==> config.mk <==
export PLATFORM = sky130hd
export DESIGN_NAME = rtc_calib
export DESIGN_NICKNAME = d
export VERILOG_FILES = /design/src/pkg/rtc_pkg.sv /design/src/pkg/trim_if.sv /design/src/hdl/window_mem.sv /design/src/hdl/trim_prescaler.sv /design/src/hdl/rtc_calib.sv
export SDC_FILE = /design/constraint.sdc
export NUM_CORES = 1
export LEC_CHECK = 0
export BUFFER_PORTS_ARGS = -buffer_cell sky130_fd_sc_hd__buf_4
export CAP_MARGIN = 20
export CORE_MARGIN = 1.5
export CORE_UTILIZATION = 35
export DETAILED_ROUTE_END_ITERATION = 16
export PLACE_DENSITY = 0.5
export SYNTH_ARGS = -nofsm -noshare
export SYNTH_HDL_FRONTEND = slang
export SYNTH_SLANG_ARGS = --single-unit
==> constraint.sdc <==
create_clock -name pclk -period 3.5 [get_ports pclk]
set_input_delay 0.7 -clock pclk [delete_from_list [all_inputs] [get_ports pclk]]
set_output_delay 0.7 -clock pclk [all_outputs]
set_load 0.005 [all_outputs]
==> src/pkg/rtc_pkg.sv <==
// Register map, field positions, reset values and timing counts of the clock calibration block.
package rtc_pkg;

  localparam logic [7:0]  OFF_ALARM_VALUE = 8'h00;
  localparam logic [7:0]  OFF_ALARM_CFG   = 8'h04;
  localparam logic [7:0]  OFF_TIME_VALUE  = 8'h08;
  localparam logic [7:0]  OFF_CFG_TRIM    = 8'h0C;
  localparam logic [7:0]  OFF_PAD         = 8'h10;
  localparam logic [7:0]  OFF_INT_STATUS  = 8'h14;
  localparam logic [7:0]  OFF_INT_MASK    = 8'h18;

  localparam int          B_RUN_EN        = 15;
  localparam int          B_UNLOCK        = 13;
  localparam int          B_PIN_OE        = 10;
  localparam int          B_AL_EN         = 15;
  localparam int          B_CHIME         = 14;
  localparam int          B_SEC_SEL       = 1;
  localparam int          B_LEVEL_SEL     = 0;
  localparam int          I_ALARM         = 0;
  localparam int          I_SECOND        = 1;
  localparam int          I_TRIM          = 2;

  localparam logic [15:0] CFG_TRIM_RST    = 16'h0000;
  localparam logic [15:0] ALARM_CFG_RST   = 16'h0000;
  localparam logic [1:0]  PAD_RST         = 2'h0;
  localparam logic [2:0]  INT_RST         = 3'h0;
  localparam logic [15:0] CFG_WR_MASK     = 16'hA7FF;

  localparam int          OSC_HZ          = 32768;
  localparam int          TRIM_EDGE       = 512;
  localparam int          TRIM_STEP       = 4;
  localparam int          SYNC_EDGES      = 32;
  localparam logic [14:0] PRESC_LAST      = 15'(OSC_HZ - 1);
  localparam logic [14:0] TRIM_AT         = 15'(TRIM_EDGE - 1);
  localparam logic [14:0] TRIM_BASE       = 15'(TRIM_EDGE);
  localparam logic [14:0] SYNC_FROM       = 15'(OSC_HZ - SYNC_EDGES);
  localparam logic [7:0]  SEC_LAST        = 8'h59;

endpackage

==> src/pkg/trim_if.sv <==
// Signals shared between the register core and the trimmed prescaler.
interface trim_if;
  logic       osc_edge;
  logic       run;
  logic       minute_wrap;
  logic [7:0] cal;
  logic       second_tick;
  logic       half_second;
  logic       rollover_pending;
  logic       trim_applied;

  modport core (output osc_edge, run, minute_wrap, cal,
                input  second_tick, half_second, rollover_pending, trim_applied);
  modport presc (input  osc_edge, run, minute_wrap, cal,
                 output second_tick, half_second, rollover_pending, trim_applied);
endinterface

==> src/hdl/window_mem.sv <==
// Small word store behind the alarm and time value windows, with registered read data.
module window_mem (
  input  wire logic        pclk,
  input  wire logic        we,
  input  wire logic [2:0]  waddr,
  input  wire logic [15:0] wdata,
  input  wire logic [1:0]  wbe,
  input  wire logic [2:0]  raddr,
  output logic      [15:0] rdata
);
  logic [15:0] mem [8];

  always_ff @(posedge pclk) begin
    if (we && wbe[0]) begin
      mem[waddr][7:0] <= wdata[7:0];
    end
    if (we && wbe[1]) begin
      mem[waddr][15:8] <= wdata[15:8];
    end
  end

  always_ff @(posedge pclk) begin
    rdata <= mem[raddr];
  end
endmodule

==> src/hdl/trim_prescaler.sv <==
// Oscillator prescaler that makes the seconds tick and applies the per-minute trim.
module trim_prescaler
  import rtc_pkg::*;
(
  input  wire logic pclk,
  input  wire logic presetn,
  trim_if.presc     t
);
  logic [14:0] count;
  logic        armed;
  logic [14:0] next_count;
  logic [9:0]  edges;

  assign t.trim_applied     = t.run && t.osc_edge && armed && count == TRIM_AT;
  assign next_count         = TRIM_BASE + 15'($signed(t.cal) * TRIM_STEP);
  assign t.second_tick      = t.run && t.osc_edge && count == PRESC_LAST;
  assign t.half_second      = count[14];
  assign t.rollover_pending = count >= SYNC_FROM;

  always_ff @(posedge pclk or negedge presetn) begin
    if (!presetn) begin
      count <= 15'h0000;
    end else if (t.trim_applied) begin
      count <= next_count;
    end else if (t.run && t.osc_edge) begin
      count <= count + 15'h0001;
    end
  end

  always_ff @(posedge pclk or negedge presetn) begin
    if (!presetn) begin
      armed <= 1'b0;
    end else if (t.minute_wrap) begin
      armed <= 1'b1;
    end else if (t.trim_applied) begin
      armed <= 1'b0;
    end
  end

  always_ff @(posedge pclk or negedge presetn) begin
    if (!presetn) begin
      edges <= 10'h000;
    end else if (t.minute_wrap) begin
      edges <= 10'h000;
    end else if (t.run && t.osc_edge) begin
      edges <= edges + 10'h001;
    end
  end
endmodule

==> src/hdl/rtc_calib.sv <==
// Clock calibration core: APB registers, seconds and minutes counting, alarm, pin and interrupts.
// Behaviour
// - Trim at 512th edge after 59-to-00.
// - Sample signed trim field, adjust prescaler.
// - Seconds clock selectable onto clock pin.
// - Counting continues while system sleeps.
// - Enabled alarm interrupt wakes from sleep.
// - Idle mode changes nothing here.
// - Windows undefined, control registers clear.
// - Unimplemented bits read zero (alarm configuration bits 13:10 read back as written).
// - Each trim unit is four cycles.
// - Inserting speeds up, blanking slows down.
//
// The implementer's own choices: register access over APB and the register offsets.
module rtc_calib
  import rtc_pkg::*;
(
  input  wire logic        pclk,
  input  wire logic        presetn,
  input  wire logic        psel,
  input  wire logic        penable,
  input  wire logic        pwrite,
  input  wire logic [7:0]  paddr,
  input  wire logic [31:0] pwdata,
  input  wire logic [3:0]  pstrb,
  output logic             pready,
  output logic      [31:0] prdata,
  output logic             pslverr,
  input  wire logic        osc_edge,
  input  wire logic        sleep_mode,
  output logic             irq,
  output logic             wake,
  output logic             clock_pin,
  output logic             clock_pin_oe,
  output logic             level_select
);

  trim_if t ();

  logic [15:0] cfg_trim;
  logic [15:0] alarm_cfg;
  logic [1:0]  pad;
  logic [2:0]  int_status;
  logic [2:0]  int_mask;
  logic [7:0]  sec;
  logic [7:0]  min;
  logic [15:0] alarm_ms;
  logic        alarm_evt;
  logic        tick_d;

  logic        done;
  logic        wr;
  logic        rd;
  logic        answer;
  logic        hit_alarm;
  logic        hit_acfg;
  logic        hit_time;
  logic        hit_cfg;
  logic        hit_pad;
  logic        hit_stat;
  logic        hit_mask;
  logic        hit_any;
  logic [15:0] be16;
  logic [1:0]  tptr;
  logic [1:0]  aptr;
  logic        time_wr;
  logic        upper_touch;
  logic        mem_we;
  logic [2:0]  mem_waddr;
  logic [2:0]  mem_raddr;
  logic [15:0] mem_rdata;
  logic [15:0] rd_word;
  logic [2:0]  next_status;
  logic [2:0]  clr;

  function automatic logic [7:0] bcd_inc(input logic [7:0] v);
    if (v == SEC_LAST) begin
      return 8'h00;
    end else if (v[3:0] == 4'h9) begin
      return {v[7:4] + 4'h1, 4'h0};
    end else begin
      return v + 8'h01;
    end
  endfunction

  function automatic logic [15:0] merge(input logic [15:0] old, input logic [15:0] nw,
                                        input logic [15:0] m);
    return (old & ~m) | (nw & m);
  endfunction

  trim_prescaler u_presc (
    .pclk    (pclk),
    .presetn (presetn),
    .t       (t.presc)
  );

  window_mem u_mem (
    .pclk  (pclk),
    .we    (mem_we),
    .waddr (mem_waddr),
    .wdata (pwdata[15:0]),
    .wbe   (pstrb[1:0]),
    .raddr (mem_raddr),
    .rdata (mem_rdata)
  );

  assign t.osc_edge    = osc_edge;
  assign t.run         = cfg_trim[B_RUN_EN];
  assign t.cal         = cfg_trim[7:0];
  assign t.minute_wrap = t.second_tick && sec == SEC_LAST;

  assign done      = psel && penable && pready;
  assign wr        = done && pwrite;
  assign rd        = done && !pwrite;
  assign answer    = psel && penable && !pready;
  assign hit_alarm = paddr == OFF_ALARM_VALUE;
  assign hit_acfg  = paddr == OFF_ALARM_CFG;
  assign hit_time  = paddr == OFF_TIME_VALUE;
  assign hit_cfg   = paddr == OFF_CFG_TRIM;
  assign hit_pad   = paddr == OFF_PAD;
  assign hit_stat  = paddr == OFF_INT_STATUS;
  assign hit_mask  = paddr == OFF_INT_MASK;
  assign hit_any   = hit_alarm || hit_acfg || hit_time || hit_cfg || hit_pad || hit_stat || hit_mask;
  assign be16      = {{8{pstrb[1]}}, {8{pstrb[0]}}};
  assign tptr      = cfg_trim[9:8];
  assign aptr      = alarm_cfg[9:8];

  // Time words are written only while software has unlocked them.
  assign time_wr     = wr && hit_time && cfg_trim[B_UNLOCK];
  assign upper_touch = rd || (wr && pstrb[1]);
  assign mem_we      = (wr && hit_alarm) || (time_wr && tptr != 2'h0);
  assign mem_waddr   = hit_time ? {1'b1, tptr} : {1'b0, aptr};
  assign mem_raddr   = hit_time ? {1'b1, tptr} : {1'b0, aptr};

  // Read data with unimplemented bits forced to zero, except alarm configuration bits 13:10, which read back as written.
  always_comb begin
    rd_word = 16'h0000;
    if (hit_alarm) begin
      rd_word = mem_rdata;
    end else if (hit_acfg) begin
      rd_word = alarm_cfg;
    end else if (hit_time) begin
      if (tptr == 2'h0) begin
        rd_word = {min, sec};
      end else if (tptr == 2'h3) begin
        rd_word = {8'h00, mem_rdata[7:0]};
      end else begin
        rd_word = mem_rdata;
      end
    end else if (hit_cfg) begin
      rd_word = {cfg_trim[15], 1'b0, cfg_trim[13], t.rollover_pending, t.half_second,
                 cfg_trim[10:0]};
    end else if (hit_pad) begin
      rd_word = {14'h0000, pad};
    end else if (hit_stat) begin
      rd_word = {13'h0000, int_status};
    end else if (hit_mask) begin
      rd_word = {13'h0000, int_mask};
    end
  end

  always_ff @(posedge pclk or negedge presetn) begin
    if (!presetn) begin
      pready  <= 1'b0;
      pslverr <= 1'b0;
      prdata  <= 32'h0000_0000;
    end else begin
      pready  <= answer;
      pslverr <= answer && !hit_any;
      if (answer) begin
        prdata <= {16'h0000, rd_word};
      end
    end
  end

  // Control register; the time pointer steps down on each upper-byte window access until it reaches zero.
  always_ff @(posedge pclk or negedge presetn) begin
    if (!presetn) begin
      cfg_trim <= CFG_TRIM_RST;
    end else if (wr && hit_cfg) begin
      cfg_trim <= merge(cfg_trim, pwdata[15:0], be16 & CFG_WR_MASK);
    end else if (done && hit_time && upper_touch && tptr != 2'h0) begin
      cfg_trim[9:8] <= tptr - 2'h1;
    end
  end

  // Alarm configuration with one-shot and repeat handling.
  always_ff @(posedge pclk or negedge presetn) begin
    if (!presetn) begin
      alarm_cfg <= ALARM_CFG_RST;
    end else if (wr && hit_acfg) begin
      alarm_cfg <= merge(alarm_cfg, pwdata[15:0], be16);
    end else if (alarm_evt) begin
      alarm_cfg[7:0] <= alarm_cfg[7:0] - 8'h01;
      if (!alarm_cfg[B_CHIME] && alarm_cfg[7:0] == 8'h00) begin
        alarm_cfg[B_AL_EN] <= 1'b0;
        alarm_cfg[7:0]     <= 8'h00;
      end
    end else if (done && hit_alarm && upper_touch && aptr != 2'h0) begin
      alarm_cfg[9:8] <= aptr - 2'h1;
    end
  end

  always_ff @(posedge pclk or negedge presetn) begin
    if (!presetn) begin
      pad <= PAD_RST;
    end else if (wr && hit_pad && pstrb[0]) begin
      pad <= pwdata[1:0];
    end
  end

  // Window contents carry no reset.
  always_ff @(posedge pclk) begin
    if (wr && hit_alarm && aptr == 2'h0) begin
      alarm_ms <= merge(alarm_ms, pwdata[15:0], be16);
    end
  end

  // Seconds and minutes run from the oscillator tick alone, whatever the power mode.
  always_ff @(posedge pclk) begin
    if (time_wr && tptr == 2'h0) begin
      sec <= pstrb[0] ? pwdata[7:0] : sec;
      min <= pstrb[1] ? pwdata[15:8] : min;
    end else if (t.second_tick) begin
      sec <= bcd_inc(sec);
      if (sec == SEC_LAST) begin
        min <= bcd_inc(min);
      end
    end
  end

  // Alarm compares minutes and seconds once after every seconds tick.
  always_ff @(posedge pclk or negedge presetn) begin
    if (!presetn) begin
      tick_d    <= 1'b0;
      alarm_evt <= 1'b0;
    end else begin
      tick_d    <= t.second_tick;
      alarm_evt <= tick_d && alarm_cfg[B_AL_EN] && {min, sec} == alarm_ms;
    end
  end

  // Sticky status, where a new event wins over a write-one clear.
  assign clr         = (wr && hit_stat && pstrb[0]) ? pwdata[2:0] : 3'h0;
  assign next_status = (int_status & ~clr) | {t.trim_applied, t.second_tick, alarm_evt};

  always_ff @(posedge pclk or negedge presetn) begin
    if (!presetn) begin
      int_status <= INT_RST;
      int_mask   <= INT_RST;
    end else begin
      int_status <= next_status;
      if (wr && hit_mask && pstrb[0]) begin
        int_mask <= pwdata[2:0];
      end
    end
  end

  always_ff @(posedge pclk or negedge presetn) begin
    if (!presetn) begin
      irq  <= 1'b0;
      wake <= 1'b0;
    end else begin
      irq  <= |(int_status & int_mask);
      wake <= sleep_mode && int_status[I_ALARM] && int_mask[I_ALARM];
    end
  end

  // Clock pin shows the seconds square wave or toggles on each alarm.
  always_ff @(posedge pclk or negedge presetn) begin
    if (!presetn) begin
      clock_pin    <= 1'b0;
      clock_pin_oe <= 1'b0;
      level_select <= 1'b0;
    end else begin
      clock_pin_oe <= cfg_trim[B_PIN_OE];
      level_select <= pad[B_LEVEL_SEL];
      if (pad[B_SEC_SEL]) begin
        clock_pin <= t.half_second;
      end else if (alarm_evt) begin
        clock_pin <= !clock_pin;
      end
    end
  end
endmodule

# Word-level counts from Yosys, hierarchy flattened
# Memory sizes are Yosys's and may differ from the RTL's. A register that Yosys moved wholly into a read port is not among the register bits.
# Index checks and enable logic that the tools add are counted.
totals:
  reg_bits: 113
  ramBits: 128
  output_inout_bits: 39
  n_memories: 1
op_classes:
  addsub: 9
  n_lt_le_gt_ge: 1
  n_eq_ne: 17
  muxes: 42
  bitwise: 14
  reduce_logical: 72
mem_list:
  columns: ["name", "depth", "width", "rd", "rd_clocked_by_memory_dff", "write_ports", "line", "text"]
  rows:
  - ["u_mem.mem", 8, 16, 1, 1, 1, "window_mem.sv:11", "logic [15:0] mem [8];"]
op_table:
  columns: ["cell", "count"]
  rows:
  - ["$mux W8", 13]
  - ["$mux W16", 6]
  - ["$and A16 B16 Y16", 5]
  - ["$or A16 B16 Y16", 3]
  - ["$logic_and A1 B1 Y1", 39]
  - ["$not A16 Y16", 2]
  - ["$mux W15", 2]
  - ["$eq A8 B5 Y1 const B", 3]
  - ["$reduce_bool A2 Y1", 11]
  - ["$add A8 B1 Y8 const B", 2]
  - ["$eq A16 B16 Y1", 1]
  - ["$eq A8 B4 Y1 const B", 2]
  - ["$eq A8 B7 Y1 const B", 2]
  - ["$logic_not A8 Y1", 2]
  - ["$add A15 B1 Y15 const B", 1]
  - ["$eq A15 B15 Y1 const B", 1]
  - ["$eq A15 B9 Y1 const B", 1]
  - ["$ge A15 B15 Y1 const B", 1]
  - ["$mux W3", 5]
  - ["$add A11 B10 Y12 const A", 1]
  - ["$mux W1", 11]
  - ["$mux W10", 1]
  - ["$add A4 B1 Y4 const B", 2]
  - ["$eq A4 B4 Y1 const B", 2]
  - ["16 further kinds", 36]

# Logic depth before layout (Yosys ltp)
logic_depth:
  ltp_word: 10
  mapped_depth: 10

# Modules after synthesis
# Synthesis repeated with hierarchy kept, for this count alone.
hier_totals:
  cells_unflattened: 853
  area_unflattened_um2: 11757.5
by_module_without_submodules:
  columns: ["mod", "n_inst", "cells_per_inst", "area_each_um2", "seq_area_each_um2"]
  rows:
  - ["rtc_calib", 1, 538, 5532.8, 2512.4]
  - ["window_mem", 1, 224, 5341.4, 4164.0]
  - ["trim_prescaler", 1, 91, 883.3, 400.4]

# Worst setup path before layout
# OpenSTA, ideal clock, no wires.
synth_path:
  kind: "flip-flop to flip-flop"
  from: "register (tool-made name)"
  to: "memory u_mem.mem[0][10], enable pin"
  arrival_time_ps: 2903
  t_required_ps: 3105
  path_slack_ps: 203
  stages_incl_launch_ff: 9
  period_less_slack_ps: 3297
  path_cell_list: "dfrtp_1 clkbuf_1 clkbuf_1 inv_1 ha_1 clkbuf_1 o31ai_1 nand3_1 nor4_1"
synth_lines:
  columns: ["element", "line"]
  rows:
  - ["end: declaration", "window_mem.sv:11"]

# Final worst setup path
layout_path:
  from: "input port paddr[4]"
  to: "memory u_mem.mem[4][0], enable pin"
layout_via:
  elab_chain_len: 8
layout_rtl:
  columns: ["element", "line", "text"]
  rows:
  - ["start: declaration", "rtc_calib.sv:23", "input wire logic [7:0] paddr,"]
  - ["$eq A8 B4 Y1", "rtc_calib.sv:118", "assign hit_time = paddr == OFF_TIME_VALUE;"]
  - ["$logic_and A1 B1 Y1 (2 in series)", "rtc_calib.sv:129", "assign time_wr = wr && hit_time && cfg_trim[B_UNLOCK];"]
  - ["$logic_and A1 B1 Y1", "rtc_calib.sv:131", "assign mem_we = (wr && hit_alarm) || (time_wr && tptr != 2'h0);"]
  - ["$logic_or A1 B1 Y1", "rtc_calib.sv:131", null]
  - ["$logic_and A1 B1 Y1", "window_mem.sv:14", "if (we && wbe[0]) begin"]
  - ["$mux W1", "window_mem.sv:14", null]
  - ["$mux W1 (implied by the code)", "window_mem.sv:15", "mem[waddr][7:0] <= wdata[7:0];"]
# Several ways; a longest one is shown, not always the timed one.

==> impl_metrics.toml <==
[global_routing]
overflow_after_grt = 0
grt_usage = 0.184
first_global_vias = 7419
grt_pass1_wl_mm = 46.5
grt_start_max_net_pins = 51
antenna_violations_before_repair = 0

[yosys]
synth.yosys.seq_area_share = 0.623
distinct_cells_synth = 72
yosysTopAreaCell = "edfxtp_1"
synth-seq-cells = 254
synth_edf_count = 160
synthTopCellsByArea = "edfxtp_1, dfrtp_1, mux4_2"
synth_flop_type = "edfxtp_1"
post-synth-top-count-cell = "edfxtp_1"
yosys.area.top_type_share = 0.423
synth_area_um2 = 11400
syn_area_per_cell_um2 = 12.9
postSynth.asyncResetShare = 0.307
synth.top_cells.by_count = "edfxtp_1, nand2_1, dfrtp_1, o21ai_0, nor2_1"
syn_inst = 878
yosys_warnings = 0

[sta]
fin_setup_tns_ps = 0
maximum_clock_frequency_mhz = 387
skew_ps = 16.2
post-route-min-period_ps = 2580
timing.final.max_slew_violations = 0
setup_repair_after_global_routing_missed_its_margin = "no"
period_share = 0.738
hold_violations = 0
worst_slew_pin_slew_ps = 711
max-slew-margin-rel = 0.526
post-route-worst-setup-slack_ps = 916
finalSetupViolations = 0

[run_status]
run_status = "complete, no violations"

[floorplan]
die-height_um = 183
floorplan_die_area_um2 = 33600
die_w_um = 183
rows = 65
fp.coreArea_um2 = 31700
io_pins = 90
initial_core_util = 0.358

[clocking]
cts_root_buf = "clkbuf_16"
tritoncts = "done"
ctsHoldBuffers = 0
cts_buffers = 29
clock_sink_count = 254
setup_fix_bufs_post_cts = 0
clockBufferDepth = 3
clkSlewWorstSetupHoldPaths_ps = 60
cts_resized = 0
cts-htree-levels = 1
clock_insertion_delay_worst_skew_ps = 550

[layout]
final_layout_size_suffix_gt1_frac = 0.209
areaGrowthSynthToFinish_pct = 17.0
diodes = 0
fin_nets = 1019

[setup_path]
timing.reg2reg.worst_path_depth = 6
setup.reg_to_reg.worst_slack_ps = 1080
worst-setup-path-type = "in -> reg"
crit_path_max_fanout = 10
worstSetupStartpointType = "primary input"
timing.critical_path.from = "paddr[4]"
worst_endpoint_required_time_ps = 3760
worst-endpoint-arrival_ps = 2840
cp-end-kind = "flip-flop"

[detailed_routing]
drc_errors = 0
detailedRoute.firstIterationViolations = 541
postRouteAntennaNets = 0
wl_per_cell_um = 21.9
num_vias = 7348
detailedRoute.firstPassIterationCount = 4
totalWireLength_mm = 30.2
vias_per_cell = 5.33

[placed_design]
placement.io_buffers = 55
gp_congestion = 0.844
preCtsSetupSlack_ps = 450
detailedPlacementHpwl_mm = 20.2

[power]
power_per_cell_area_nw_per_um2 = 485
leakage_nw = 5.07
max-vdd-ir-drop_uv = 308

[flow_run]
maxCapViolCount = 0

[worst_hold_path]
hp-class = "in -> async"
## kinds of logic after synthesis
family	after synthesis	share of synthesized area
mux	72	0.0946
buf+inv	88	0.0357
flops	254	0.623
simple gates	257	0.110
compound gates	155	0.0925
fa+ha+maj	14	0.0154
other cells	1	0.000330
xor+xnor	37	0.0285
## through the flow
step | cells | hold slack, ps | area, um^2 | power [W] | util
floorplan | 893 | 368 | 11400 | 0.00335 | -
global placement | 1325 | 403 | 12300 | 0.00348 | 0.389
detailed placement | 1325 | 403 | 12300 | 0.00348 | 0.389
CTS | 1378 | 222 | 13300 | 0.00653 | 0.419
global route | 1378 | 256 | 13300 | 0.00666 | 0.419
finish | 1378 | 214 | 13300 | 0.00645 | 0.419
## layout by cell type, fill, tap and decap left out, drive strengths merged, types with 5 or more instances in the layout
cell,synthesis,layout
xor2,10,10
a211oi,8,8
dfrtp,78,78
o31ai,10,10
mux2i,23,23
nor4b,5,5
buf,27,95
ha,14,14
dfxtp,16,16
a32oi,10,10
mux4,26,26
edfxtp,160,160
nor3,12,12
clkinv,0,13
nand3,27,27
xnor2,27,27
mux2,23,23
o21ai,44,44
conb,1,16
inv,23,23
nor2,40,40
a21oi,27,27
nand4,12,12
nand2,117,117
o2bb2ai,6,6
and4,5,5
clkbuf,38,35
and2,6,6
a22oi,6,6
nor4,9,9
## worst max-delay path: stages
cell     delay, ps
buf_4          160
nor4_4         470
nand2_1        370
o31ai_1        250
nand2_1        320
nor4_1         330
buf_4          220
## worst paths after layout
kind / to
setup / recovery: u_mem.mem[4][0]$_DFFE_PP_
hold / removal: u_presc.count[1]$_DFFE_PN0P_
setup reg to reg: u_mem.mem[4][0]$_DFFE_PP_
hold reg to reg: level_select$_DFF_PN0_
max in group asynchronous: async pin
min in group pclk: wake$_DFF_PN0_
## layer usage
| layer | part of all wire | vias up | global-route usage |
|---|---|---|---|
| met2 | 0.47 | 200 | 0.301 |
| met3 | 0.046 | 42 | 0.0262 |
| met5 | 0 | - | 0 |
| li1 | - | 3416 | - |
| met1 | 0.46 | 3690 | 0.255 |
| met4 | 0.028 | 0 | 0.0544 |
## layout make-up
class	instances	area [um^2]
Fill cell	2982	18400
Sequential cell	254	7080
Multi-Input combinational cell	551	3960
Clock buffer	35	788
Timing Repair Buffer	95	713
Tap cell	402	503
Clock inverter	18	170
Inverter	23	86.3
## power breakdown
group | switching, W | total, W | internal (W)
Clock | 0.00122 | 0.00303 | 0.00181
Sequential | 0.0000123 | 0.00321 | 0.00320
Combinational | 0.000136 | 0.000200 | 0.0000642
Total | 0.00137 | 0.00645 | 0.00508
Power figures use the tool's default switching activity.
